[src/design/dtbr_defines.svh]
// Constants for the dual ten-bit bus register
`ifndef DTBR_DEFINES_SVH
`define DTBR_DEFINES_SVH
`define DTBR_SECTION_W 10
`define DTBR_SECTIONS 2
`define DTBR_LOWER 0
`define DTBR_UPPER 1
`define DTBR_OE_OFF_N 1'h1
`define DTBR_STROBE_IDLE 1'h0
`endif

[src/design/dtbr_pkg.sv]
// Types shared by the dual ten-bit bus register
package dtbr_pkg;
	`include "dtbr_defines.svh"
	// One section's worth of bits
	typedef logic [`DTBR_SECTION_W-1:0] dtbr_word_t;
	// Per-section control bits, index 0 is the lower half
	typedef logic [`DTBR_SECTIONS-1:0] dtbr_sect_t;
endpackage

[src/design/dtbr_top.sv]
// Dual ten-bit edge-captured bus register with per-half strobe and drive enable
//
// Overview of operation
// - Strobe rising edge loads each section's data
// - Two ten-bit halves, combinable into twenty bits
// - Each half has own strobe and enable
// - Enable low drives stored bits, high floats
// - Enable never touches stored contents
// - No rising edge means stored bits hold
// - Undriven data input keeps last level
`timescale 1ns/1ps
`include "dtbr_defines.svh"
module dtbr_top (
	input wire logic core_clk_i, // 250 MHz core clock
	input wire logic nrst_i, // Async reset, clears strobe and enable synchronisers and check flags only, not the data path
	input wire logic lower_half_strobe_i, // Capture strobe pin, lower half
	input wire logic upper_half_strobe_i, // Capture strobe pin, upper half
	input wire logic lower_half_drive_enable_n_i, // Drive enable pin, lower half
	input wire logic upper_half_drive_enable_n_i, // Drive enable pin, upper half
	input wire dtbr_pkg::dtbr_word_t lower_data_i, // Data pins, lower half
	input wire dtbr_pkg::dtbr_word_t upper_data_i, // Data pins, upper half
	input wire dtbr_pkg::dtbr_word_t lower_data_driven_i, // High where a pin is actively driven
	input wire dtbr_pkg::dtbr_word_t upper_data_driven_i, // High where a pin is actively driven
	output logic [`DTBR_SECTION_W-1:0] lower_q_o, // Stored bits, lower half
	output logic [`DTBR_SECTION_W-1:0] upper_q_o, // Stored bits, upper half
	output logic [`DTBR_SECTION_W-1:0] lower_q_oe_o, // Per-pin drive enable, lower half
	output logic [`DTBR_SECTION_W-1:0] upper_q_oe_o // Per-pin drive enable, upper half
);
	import dtbr_pkg::*;

	////////////////////////////////////////////////////////////////////////////
	// Pin gathering: both halves are handled by index so they share one body
	dtbr_sect_t strobe_pin; // Raw strobe pins
	dtbr_sect_t oe_n_pin; // Raw enable pins
	dtbr_word_t data_pin [`DTBR_SECTIONS]; // Raw data pins
	dtbr_word_t drv_pin [`DTBR_SECTIONS]; // Raw drive-present flags

	assign strobe_pin = {upper_half_strobe_i, lower_half_strobe_i};
	assign oe_n_pin = {upper_half_drive_enable_n_i, lower_half_drive_enable_n_i};
	assign data_pin[`DTBR_LOWER] = lower_data_i;
	assign data_pin[`DTBR_UPPER] = upper_data_i;
	assign drv_pin[`DTBR_LOWER] = lower_data_driven_i;
	assign drv_pin[`DTBR_UPPER] = upper_data_driven_i;

	////////////////////////////////////////////////////////////////////////////
	// Control synchronisers with a third stage for the edge detector
	// Limitation: a strobe that is high or low for under one core cycle may be missed
	// A capture lands three core edges after the pin rises; bus users must allow for that
	dtbr_sect_t strobe_s1_ff, strobe_s2_ff, strobe_s3_ff; // Strobe chain
	dtbr_sect_t oe_n_s1_ff, oe_n_s2_ff; // Enable chain
	dtbr_sect_t nxt_strobe_s1, nxt_strobe_s2, nxt_strobe_s3;
	dtbr_sect_t nxt_oe_n_s1, nxt_oe_n_s2;
	dtbr_sect_t cap_edge; // One-cycle pulse on a strobe rising edge

	// Next values of the control chains; stage one feeds only stage two
	always_comb begin
		nxt_strobe_s1 = strobe_pin;
		nxt_strobe_s2 = strobe_s1_ff;
		nxt_strobe_s3 = strobe_s2_ff;
		nxt_oe_n_s1 = oe_n_pin;
		nxt_oe_n_s2 = oe_n_s1_ff;
	end

	// Reset to idle strobe and floating outputs so nothing fights the bus early
	always_ff @(posedge core_clk_i or negedge nrst_i) begin
		if (!nrst_i) begin
			strobe_s1_ff <= {`DTBR_SECTIONS{`DTBR_STROBE_IDLE}};
			strobe_s2_ff <= {`DTBR_SECTIONS{`DTBR_STROBE_IDLE}};
			strobe_s3_ff <= {`DTBR_SECTIONS{`DTBR_STROBE_IDLE}};
			oe_n_s1_ff <= {`DTBR_SECTIONS{`DTBR_OE_OFF_N}};
			oe_n_s2_ff <= {`DTBR_SECTIONS{`DTBR_OE_OFF_N}};
		end else begin
			strobe_s1_ff <= nxt_strobe_s1;
			strobe_s2_ff <= nxt_strobe_s2;
			strobe_s3_ff <= nxt_strobe_s3;
			oe_n_s1_ff <= nxt_oe_n_s1;
			oe_n_s2_ff <= nxt_oe_n_s2;
		end
	end

	// Rising edge of each half's own strobe, never the other half's
	assign cap_edge = strobe_s2_ff & ~strobe_s3_ff;

	////////////////////////////////////////////////////////////////////////////
	// Data path per section: synchroniser, keeper, capture register
	// Each data bit is synchronised on its own; it lines up with the strobe only if the
	// data stands still around the strobe rise, as a setup and hold window would demand
	dtbr_word_t data_s1_ff [`DTBR_SECTIONS]; // Data chain stage one
	dtbr_word_t data_s2_ff [`DTBR_SECTIONS]; // Data chain stage two
	dtbr_word_t drv_s1_ff [`DTBR_SECTIONS]; // Drive flag stage one
	dtbr_word_t drv_s2_ff [`DTBR_SECTIONS]; // Drive flag stage two
	dtbr_word_t keep_ff [`DTBR_SECTIONS]; // Last valid level seen per pin
	dtbr_word_t store_ff [`DTBR_SECTIONS]; // Captured contents
	dtbr_word_t nxt_data_s1 [`DTBR_SECTIONS];
	dtbr_word_t nxt_data_s2 [`DTBR_SECTIONS];
	dtbr_word_t nxt_drv_s1 [`DTBR_SECTIONS];
	dtbr_word_t nxt_drv_s2 [`DTBR_SECTIONS];
	dtbr_word_t nxt_keep [`DTBR_SECTIONS];
	dtbr_word_t nxt_store [`DTBR_SECTIONS];

	// Next values of the data path; the keeper level is what gets captured
	always_comb begin
		for (int s = 0; s < `DTBR_SECTIONS; s++) begin
			nxt_data_s1[s] = data_pin[s];
			nxt_data_s2[s] = data_s1_ff[s];
			nxt_drv_s1[s] = drv_pin[s];
			nxt_drv_s2[s] = drv_s1_ff[s];
			// Driven bits follow the pin, floating bits hold their last level
			nxt_keep[s] = (drv_s2_ff[s] & data_s2_ff[s]) | (~drv_s2_ff[s] & keep_ff[s]);
			if (cap_edge[s]) begin
				// Load the present level on this half's edge only
				nxt_store[s] = nxt_keep[s];
			end else begin
				// No edge: contents stay, whatever data or enable do
				nxt_store[s] = store_ff[s];
			end
		end
	end

	// Data flops carry no reset: contents are unknown until the first capture
	always_ff @(posedge core_clk_i) begin
		for (int s = 0; s < `DTBR_SECTIONS; s++) begin
			data_s1_ff[s] <= nxt_data_s1[s];
			data_s2_ff[s] <= nxt_data_s2[s];
			drv_s1_ff[s] <= nxt_drv_s1[s];
			drv_s2_ff[s] <= nxt_drv_s2[s];
			keep_ff[s] <= nxt_keep[s];
			store_ff[s] <= nxt_store[s];
		end
	end

	////////////////////////////////////////////////////////////////////////////
	// Output drive: enable gates only the drivers, never the storage
	// Drivers stay off through reset so the bus is never fought before the enable pin is seen
	assign lower_q_o = store_ff[`DTBR_LOWER];
	assign upper_q_o = store_ff[`DTBR_UPPER];
	assign lower_q_oe_o = {`DTBR_SECTION_W{~oe_n_s2_ff[`DTBR_LOWER]}};
	assign upper_q_oe_o = {`DTBR_SECTION_W{~oe_n_s2_ff[`DTBR_UPPER]}};

	////////////////////////////////////////////////////////////////////////////
	// Check helpers: a half's word is only comparable once it has been captured
	dtbr_sect_t seen_cap_ff; // Half has captured at least once since reset
	dtbr_sect_t nxt_seen_cap; // Next value of the captured flags

	// Sticky per half; the store itself has no reset, so before this the word is unknown
	always_comb begin
		nxt_seen_cap = seen_cap_ff | cap_edge;
	end

	// Cleared by reset, which costs hold coverage until the next strobe but never
	// lets an unknown word reach a stability check
	always_ff @(posedge core_clk_i or negedge nrst_i) begin
		if (!nrst_i) begin
			seen_cap_ff <= {`DTBR_SECTIONS{1'h0}};
		end else begin
			seen_cap_ff <= nxt_seen_cap;
		end
	end
endmodule

[config.mk]
export PLATFORM = sky130hd
export DESIGN_NAME = dtbr_top
export DESIGN_NICKNAME = d
export VERILOG_FILES = /design/src/design/dtbr_pkg.sv /design/src/design/dtbr_top.sv
export VERILOG_INCLUDE_DIRS = /design/src /design/src/design
export SDC_FILE = /design/constraint.sdc
export NUM_CORES = 1
export LEC_CHECK = 0
export ABC_AREA = 1
export BUFFER_PORTS_ARGS = -buffer_cell sky130_fd_sc_hd__buf_2
export CAP_MARGIN = 10
export CORE_MARGIN = 3
export CORE_UTILIZATION = 35
export CTS_CLUSTER_SIZE = 28
export DETAILED_ROUTE_END_ITERATION = 12
export GPL_TIMING_DRIVEN = 0
export PLACE_DENSITY_LB_ADDON = 0.25
export SYNTH_ARGS = -nofsm -noshare
export SYNTH_HDL_FRONTEND = slang
export SYNTH_SLANG_ARGS = --single-unit
[constraint.sdc]
create_clock -name core_clk_i -period 1.15 [get_ports core_clk_i]
set_input_delay 0.115 -clock core_clk_i [delete_from_list [all_inputs] [get_ports core_clk_i]]
set_output_delay 0.115 -clock core_clk_i [all_outputs]
set_load 0.005 [all_outputs]
==> flow_summary.yaml, run 1 <==
outcome:
  status: "finished with violations"
  failed_checks: "setup timing"
clock_tree:
  clock-root-buffer: "clkbuf_8"
  htree_levels: 4
  cts_tree: "done"
  clock_path_buffers: 2
  cts_sinks: 130
  clk_pin_slew_ns: 0.05
  insertion_delay_ns: 0.50
  cts_buffers: 17
power_and_ir_drop:
  worst_ir_drop_vdd_uv: 1030
  p_clk_share_pct: 45.9
  p_seq_share_pct: 49.5
  combPwrFrac_pct: 4.6
  power.density_mw_per_mm2: 2030
  p_switching_mw: 2.19
  swShare_pct: 21.8
  total_power_mw: 10.1
  power_leakage_nw: 2.34
  internal_power_mw: 7.88
synthesis:
  syn_inst: 234
  synthTopCellsByArea: "dfxtp_1 (60%), edfxtp_1 (18%), nand2_1 (6.8%), dfrtp_1 (4.5%), buf_4 (4.1%)"
  syn_area_per_cell_um2: 14.2
  ys_ff_latch: 130
  synthDominantCellAreaShare_pct: 60.4
  synth_cell_types: 8
  yosysTopAreaCell: "dfxtp_1"
  ys_warn_count: 0
  synth-seq-area-share_pct: 86.2
  syn_area_mm2: 0.00332
  syn_nets: 280
die:
  ios: 86
  fp.coreArea_mm2: 0.00898
  start_util_pct: 36.9
  std_cell_rows: 34
  die_width_um: 103
  dieArea_mm2: 0.0107
  die_h_um: 103
flow_run:
  maxCapViolations: 0
setup_path:
  crit_buf_inv: 3
  reg2reg_from: "strobe_s3_ff[0]$_DFF_PN0_"
  path_cells: "clkinvlp_4 -> buf_4 -> buf_2"
  crit_path_start_kind: "register"
  worstSetupStartpoint: "oe_n_s2_ff[1]$_DFF_PN1_"
  path_class: "reg -> out"
  end_kind: "output port"
  worst-path-max-fanout: 5
  crit_family: "flip-flops"
  critPathMaxStageDelay_ns: 0.57
  cpMaxStageDelayCell: "dfstp_2"
  cp_data_required_time_ns: 1.03
  cp.arrival_ns: 1.44
drt:
  drtAntennaViolNets: 0
  vias_per_cell: 3.70
  drcViolationCount: 0
  detail_route.wl_per_cell_um: 9.66
  drt_iter0_drc: 20
  wl_mm: 5.06
  vias: 1941
  firstDrtPassIters: 4
worst_hold_path:
  hold_class: "in -> async"
layout:
  layout.nets: 431
  multi_input_area_um2: 248
  drive_above_1_share_pct: 35.7
  layout_commonest_cell: "dfxtp_1"
  nFillCells: 727
  fin_area_mm2: 0.00496
  finalNonFillerCells: 524
  post-route-util_pct: 55.2
  seqCellArea_mm2: 0.00286
  layout_common_cells: "dfxtp_1 (100), buf_2 (80), nand2_1 (60)"
  area_delta_synth_final_pct: 49.5
  diodes: 0
grt:
  antenna_found_initial: 0
  grt_pass1_vias: 1755
  grt_overflow: 0
  grt_pass1_wl_mm: 7.42
  grtUsageTotal_pct: 9.76
  grt_max_degree: 17
placement:
  gp_congestion: 0.624
  dp.cells: 445
  port_buffers: 85
  dp_slack_ns: -0.0907
  place_hpwl_mm: 2.98
  postPlaceCellArea_mm2: 0.00390
timing:
  relSlewSlack_pct: 75.8
  maxSlewViolCount: 0
  min_period_ns: 1.56
  worst_pin_slew_ns: 0.362
  finalHoldViolations: 0
  setup_viol: 20
  finalCritPeriodShare_pct: 135
  finalSetupTns_ns: -6.98
  rsz0062_at_grt: "yes"
  fin_ws_ns: -0.408
  hold_slack_ns: 0.153
  fmax_mhz: 642
  fin_skew_ns: 0.00982
## cells by family (layout without fill, tap and decap cells)
family,count (synthesis),in the layout,synth area share [%]
and+or+nand+nor,62,62,7.02
DFF,130,130,86.2
buffers and inverters,42,206,6.79
## registers in the layout, summed over array words and instances (netlist names)
register,flops
data_s1_ff,20
data_s2_ff,20
drv_s1_ff,20
drv_s2_ff,20
keep_ff,20
store_ff,20
nxt_oe_n_s2,2
nxt_strobe_s2,2
nxt_strobe_s3,2
oe_n_s2_ff,2
strobe_s3_ff,2
## routing by layer
metal  up-vias  wire length [µm]  track usage (%)
met5         -                 0                0
met4         0               100             6.87
met3        11               331             4.96
met2        67              2550             15.6
met1       856              2080             9.89
li1       1007                 -                -
## synth_stat cells
cell type	count
dfrtp_1	6
dfxtp_1	100
inv_1	24
dfstp_2	4
edfxtp_1	20
nand2_1	60
nor2_1	2
buf_4	18
## worst paths after layout
path | to | slack [ns] | cells after the start
hold / removal | oe_n_s2_ff[1]$_DFF_PN1_ | 0.15 | 2
min in group core_clk_i | data_s1_ff[0][10]$_DFF_P_ | 0.25 | 2
hold reg to reg | data_s2_ff[0][15]$_DFF_P_ | 0.33 | 0
setup / recovery | upper_q_oe_o[5] | -0.41 | 3
setup reg to reg | store_ff[0][5]$_DFFE_PP_ | 0.09 | 1
max in group asynchronous | nxt_strobe_s2[1]$_DFF_PN0_ | 0.29 | 3
## power by group through the flow
stage | logic, mW | clock network [mW] | registers, mW
6_report | 0.462 | 4.62 | 4.99
5_1_grt | 0.523 | 4.94 | 5.01
4_1_cts | 0.444 | 4.79 | 4.99
3_5_place_dp | 0.321 | 0 | 5.08
3_3_place_gp | 0.311 | 0 | 5.07
2_1_floorplan | 0.144 | 0 | 5.07
## repair_timing
item,4_1_cts,5_1_grt
endpoints found under the hold margin,54,0
cloned,0,1
buffers inserted,0,0
hold buffers,46,0
endpoints found under the setup margin,49,35
gates resized for setup,4,10
## layout make-up
| cell class | instances | area share, % |
|---|---|---|
| clock buffers | 18 | 8.43 |
| flip-flops and latches | 130 | 57.6 |
| multi-input cells | 62 | 5.00 |
| inverters | 24 | 1.87 |
| repair buffers | 131 | 18.5 |
| well taps | 126 | 3.18 |
| clock inverters | 14 | 2.14 |
| plain buffers | 18 | 3.10 |
| repair inverters | 1 | 0.151 |
Power figures use the tool's default switching activity.
==> run 2, diff against run 1 <==
--- a/config.mk
+++ b/config.mk
@@ -11,10 +11,12 @@
 export CAP_MARGIN = 10
 export CORE_MARGIN = 3
 export CORE_UTILIZATION = 35
+export CTS_BUF_LIST = sky130_fd_sc_hd__clkbuf_4 sky130_fd_sc_hd__clkbuf_8 sky130_fd_sc_hd__clkbuf_16
 export CTS_CLUSTER_SIZE = 28
 export DETAILED_ROUTE_END_ITERATION = 12
 export GPL_TIMING_DRIVEN = 0
 export PLACE_DENSITY_LB_ADDON = 0.25
+export RECOVER_POWER = 50
 export SYNTH_ARGS = -nofsm -noshare
 export SYNTH_HDL_FRONTEND = slang
 export SYNTH_SLANG_ARGS = --single-unit
==> run 2 against run 1 <==
Against the previous run:
- the run still ends with setup timing left
- via count stayed put
- die area stayed put
- maximum frequency hardly changed
- global-route usage stayed put
- cell count stayed put
- non-clock buffer count stayed put
- utilization hardly changed
- worst hold slack better by 0.076 ns
- clock skew hardly changed
- count of clock-buffer cells in the layout stayed put
- critical endpoint unchanged
==> flow_summary.yaml, run 2 (same netlist as run 1, synthesis figures left out) <==
die:
  start_util_pct: 36.9
  die_width_um: 103
  std_cell_rows: 34
  ios: 86
  dieArea_mm2: 0.0107
  fp.coreArea_mm2: 0.00898
  die_h_um: 103
outcome:
  status: "finished with violations"
  failed_checks: "setup timing"
power_and_ir_drop:
  worst_ir_drop_vdd_uv: 1030
  total_power_mw: 10.1
  power.density_mw_per_mm2: 2030
  power_leakage_nw: 2.34
grt:
  top_usage_layer: "met2"
  grt_pass1_wl_mm: 7.42
  grt_pass1_vias: 1755
  grtUsageTotal_pct: 9.76
  gr-usage-met2_pct: 15.6
  grtUsageMet3_pct: 4.96
  grt_max_degree: 17
  antenna_found_initial: 0
  gr-usage-met1_pct: 9.89
  grt_overflow: 0
timing:
  worst_pin_slew_ns: 0.362
  fmax_mhz: 642
  fin_skew_ns: 0.00980
  finalSetupTns_ns: -6.97
  maxSlewViolCount: 0
  fin_ws_ns: -0.407
  relSlewSlack_pct: 75.8
  finalCritPeriodShare_pct: 135
  finalHoldViolations: 0
  setup_viol: 20
  min_period_ns: 1.56
  rsz0062_at_grt: "yes"
drt:
  wl_mm: 5.06
  vias_per_cell: 3.70
  vias: 1941
  drcViolationCount: 0
  detail_route.wl_per_cell_um: 9.66
  drt_iter0_drc: 20
  firstDrtPassIters: 4
  drtAntennaViolNets: 0
setup_path:
  cp_data_required_time_ns: 1.03
  crit_path_start_kind: "register"
  worst-path-max-fanout: 5
  end_kind: "output port"
  rr_endpoint: "store_ff[0][5]$_DFFE_PP_"
  reg2reg_from: "strobe_s3_ff[0]$_DFF_PN0_"
  path_class: "reg -> out"
  reg2reg_depth: 1
  cp.arrival_ns: 1.44
  ff2ff_setup_slack_ns: 0.09
layout:
  area_delta_synth_final_pct: 49.6
  layout.nets: 431
  layout_commonest_cell: "dfxtp_1"
  layout_common_cells: "dfxtp_1 (100), buf_2 (78), nand2_1 (60)"
  post-route-util_pct: 55.3
  diodes: 0
  drive_above_1_share_pct: 35.7
  nFillCells: 726
clock_tree:
  cts_sinks: 130
  insertion_delay_ns: 0.50
  clk_pin_slew_ns: 0.05
  clock-root-buffer: "clkbuf_8"
  clock_path_buffers: 2
  cts_buffers: 17
  cts_tree: "done"
  htree_levels: 4
flow_run:
  maxCapViolations: 0
placement:
  port_buffers: 85
  gp_congestion: 0.624
  place_hpwl_mm: 2.98
  dp_slack_ns: -0.0907
worst_hold_path:
  hold_class: "in -> async"
run 2: layout make-up:
| cell class | instances | area, µm² | area share [%] |
|---|---|---|---|
| Sequential cell | 130 | 2860 | 57.6 |
| Timing Repair Buffer | 131 | 916 | 18.5 |
| Clock buffer | 18 | 422 | 8.50 |
| Multi-Input combinational cell | 62 | 248 | 4.99 |
| Tap cell | 126 | 158 | 3.18 |
| Buffer | 18 | 154 | 3.10 |
| Clock inverter | 14 | 106 | 2.14 |
| Inverter | 24 | 92.6 | 1.87 |
| Timing Repair inverter | 1 | 7.51 | 0.151 |
run 2: per-stage QoR:
step	area [µm²]	hold slack (ns)	instances
global placement	3900	-0.0203	445
global route	4960	0.220	524
finish	4960	0.229	524
floorplan	3320	-0.181	234
detailed placement	3900	-0.0170	445
CTS	4900	0.121	523
run 2: worst max-delay path: stages, from the launching register on:
cell and delay (ns):
dfstp_2 0.57, clkinvlp_4 0.12, buf_4 0.14, buf_2 0.12
run 2: worst max-delay path by stage:
stage	end	slack, ns	startpoint	cells past startpoint
floorplan	store_ff[0][0]$_DFFE_PP_	0.13	strobe_s3_ff[0]$_DFF_PN0_	1
global placement	store_ff[0][4]$_DFFE_PP_	-0.15	strobe_s3_ff[0]$_DFF_PN0_	1
detailed placement	store_ff[0][7]$_DFFE_PP_	-0.09	strobe_s3_ff[0]$_DFF_PN0_	1
CTS	lower_q_oe_o[3]	-0.42	oe_n_s2_ff[0]$_DFF_PN1_	3
global route	upper_q_oe_o[8]	-0.47	oe_n_s2_ff[1]$_DFF_PN1_	3
finish	upper_q_oe_o[5]	-0.41	oe_n_s2_ff[1]$_DFF_PN1_	3
run 2: repair_timing:
action,CTS,global route
setup endpoints to repair,49,35
resized for setup,4,10
setup buffers,0,0
hold buffers,46,0
endpoints found under the hold margin,54,0
gates cloned,0,1
run 2: power by group:
group	internal (mW)	switching (mW)	total (mW)
registers	4.91	0.0748	4.99
logic	0.291	0.171	0.462
clock network	2.70	1.95	4.64
total	7.90	2.19	10.1
run 2: routing by layer:
layer / wire length, µm / vias up
met2: 2550 / 67
li1: - / 1007
met1: 2080 / 856
met4: 100 / 0
met3: 327 / 11
met5: 0 / -
==> run 3, diff against run 2 <==
--- a/config.mk
+++ b/config.mk
@@ -9,12 +9,10 @@
 export ABC_AREA = 1
 export BUFFER_PORTS_ARGS = -buffer_cell sky130_fd_sc_hd__buf_2
 export CAP_MARGIN = 10
-export CORE_MARGIN = 3
 export CORE_UTILIZATION = 35
 export CTS_BUF_LIST = sky130_fd_sc_hd__clkbuf_4 sky130_fd_sc_hd__clkbuf_8 sky130_fd_sc_hd__clkbuf_16
 export CTS_CLUSTER_SIZE = 28
 export DETAILED_ROUTE_END_ITERATION = 12
-export GPL_TIMING_DRIVEN = 0
 export PLACE_DENSITY_LB_ADDON = 0.25
 export RECOVER_POWER = 50
 export SYNTH_ARGS = -nofsm -noshare
==> run 3 against run 2 <==
Against the previous run:
- the flow still finishes with violations (setup timing)
- register-to-register slack hardly changed
- non-clock buffer count down 17
- clock skew fell by 0.0016 ns
- total power increased by 2.5%
- combinational power decreased by 12%
- via count down 4.1%
- sequential cell count did not move
- largest cell class unchanged
==> flow_summary.yaml, run 3 (same netlist as run 1, synthesis figures left out) <==
die:
  ios: 86
  dieArea_mm2: 0.00987
  start_util_pct: 36.1
  fp.coreArea_mm2: 0.00920
  die_width_um: 99.3
  std_cell_rows: 35
  die_h_um: 99.3
clock_tree:
  htree_levels: 4
  cts_setup_buffers: 0
  clk_pin_slew_ns: 0.06
  clock_path_buffers: 2
  cts_tree: "done"
  cts_sinks: 130
  insertion_delay_ns: 0.51
  clock-root-buffer: "clkbuf_8"
  cts_buffers: 17
layout:
  seqCellArea_mm2: 0.00286
  layout_common_cells: "dfxtp_1 (100), buf_2 (82), nand2_1 (60)"
  post-route-util_pct: 52.4
  finalNonFillerCells: 491
  multi_input_area_um2: 238
  area_delta_synth_final_pct: 45.4
  drive_above_1_share_pct: 32.9
  nFillCells: 769
  layout.nets: 413
  diodes: 0
  layout_commonest_cell: "dfxtp_1"
timing:
  fin_skew_ns: 0.00825
  finalSetupTns_ns: -3.52
  fmax_mhz: 751
  rsz0062_at_grt: "yes"
  finalHoldViolations: 0
  setup_viol: 20
  finalCritPeriodShare_pct: 116
  worst_pin_slew_ns: 0.583
  min_period_ns: 1.33
  fin_ws_ns: -0.181
  maxSlewViolCount: 0
  relSlewSlack_pct: 61.1
setup_path:
  end_kind: "output port"
  worstSetupStartpoint: "oe_n_s2_ff[1]$_DFF_PN1_"
  crit_buf_inv: 2
  worst-path-max-fanout: 10
  cp.arrival_ns: 1.22
  path_class: "reg -> out"
  path_cells: "inv_4 -> buf_2"
  cpMaxStageDelayCell: "dfstp_2"
  crit_path_start_kind: "register"
  reg2reg_from: "strobe_s3_ff[0]$_DFF_PN0_"
  critPathMaxStageDelay_ns: 0.54
  crit_family: "flip-flops"
  cp_data_required_time_ns: 1.03
power_and_ir_drop:
  total_power_mw: 10.3
  p_switching_mw: 2.04
  power.density_mw_per_mm2: 2150
  combPwrFrac_pct: 3.9
  power_leakage_nw: 2.28
  p_seq_share_pct: 48.2
  internal_power_mw: 8.31
  swShare_pct: 19.7
  worst_ir_drop_vdd_uv: 997
  p_clk_share_pct: 47.8
worst_hold_path:
  hold_class: "in -> async"
drt:
  detail_route.wl_per_cell_um: 9.55
  vias_per_cell: 3.79
  vias: 1861
  wl_mm: 4.69
  firstDrtPassIters: 4
  drt_iter0_drc: 79
  drtAntennaViolNets: 0
  drcViolationCount: 0
flow_run:
  maxCapViolations: 0
grt:
  grt_overflow: 0
  grt_max_degree: 17
  grtUsageTotal_pct: 10.9
  antenna_found_initial: 0
  grt_pass1_vias: 1745
  grt_pass1_wl_mm: 7.79
placement:
  gp_congestion: 0.686
  port_buffers: 85
  place_hpwl_mm: 2.69
  dp.cells: 414
outcome:
  failed_checks: "setup timing"
  status: "finished with violations"
[run 3: cell types whose count changed in the layout (fill, tap and decap cells not counted), moves of 3 or more]
cell / previous run / this run
buf_4: 13 / 0
buf_6: 10 / 1
buf_2: 78 / 82
clkbuf_4: 1 / 5
clkinvlp_4: 3 / 0
inv_6: 3 / 0
[run 3: cell type report]
cell class	count	area share, %
Tap cell	111	2.88
Sequential cell	130	59.3
Clock inverter	6	0.882
Timing Repair Buffer	132	19.1
Inverter	24	1.97
Multi-Input combinational cell	62	4.93
Clock buffer	26	11.0
[run 3: worst register-to-register path: cells and delay by family, from the launching register on]
kind | cells | cell delay (ns)
buffers and inverters | 1 | 0.16
AND/OR/NAND/NOR | 1 | 0.23
flip-flops | 1 | 0.38
[run 3: power groups by stage]
stage | clock, mW | combinational [mW] | sequential (mW)
floorplan | 0 | 0.144 | 5.07
global placement | 0 | 0.285 | 5.07
detailed placement | 0 | 0.290 | 5.08
CTS | 5.07 | 0.407 | 4.99
global route | 5.33 | 0.459 | 5.02
finish | 4.95 | 0.407 | 4.99
[run 3: path summary, 6_finish.rpt]
kind / end / slack, ns / cells past startpoint
min in group core_clk_i: data_s1_ff[0][2]$_DFF_P_ / 0.24 / 2
worst min register to register: drv_s2_ff[0][3]$_DFF_P_ / 0.32 / 0
worst max-delay path: upper_q_oe_o[7] / -0.18 / 2
worst max register to register: store_ff[0][1]$_DFFE_PP_ / 0.10 / 2
worst min-delay path: nxt_strobe_s2[1]$_DFF_PN0_ / 0.12 / 2
max in group asynchronous: nxt_strobe_s3[0]$_DFF_PN0_ / 0.65 / 2
[run 3: metal layers]
layer | wire (µm) | track usage (%) | vias up
li1 | - | - | 966
met2 | 2300 | 17.0 | 65
met4 | 135 | 8.82 | 0
met3 | 302 | 4.71 | 15
met5 | 0 | 0 | -
met1 | 1960 | 11.5 | 815
[run 3: metrics by stage]
stage          area [µm²]  setup slack [ns]  hold slack, ns
2_1_floorplan        3320             0.128          -0.181
3_3_place_gp         3790             0.147        -0.00381
3_5_place_dp         3790             0.112        -0.00512
4_1_cts              4810            -0.193         0.00681
5_1_grt              4820            -0.223           0.169
6_report             4820            -0.181           0.121
[run 3: timing repair]
action / CTS / global route
setup endpoints to repair: 25 / 34
hold endpoints to repair: 54 / 0
hold buffers: 45 / 0
resized for setup: 2 / 3
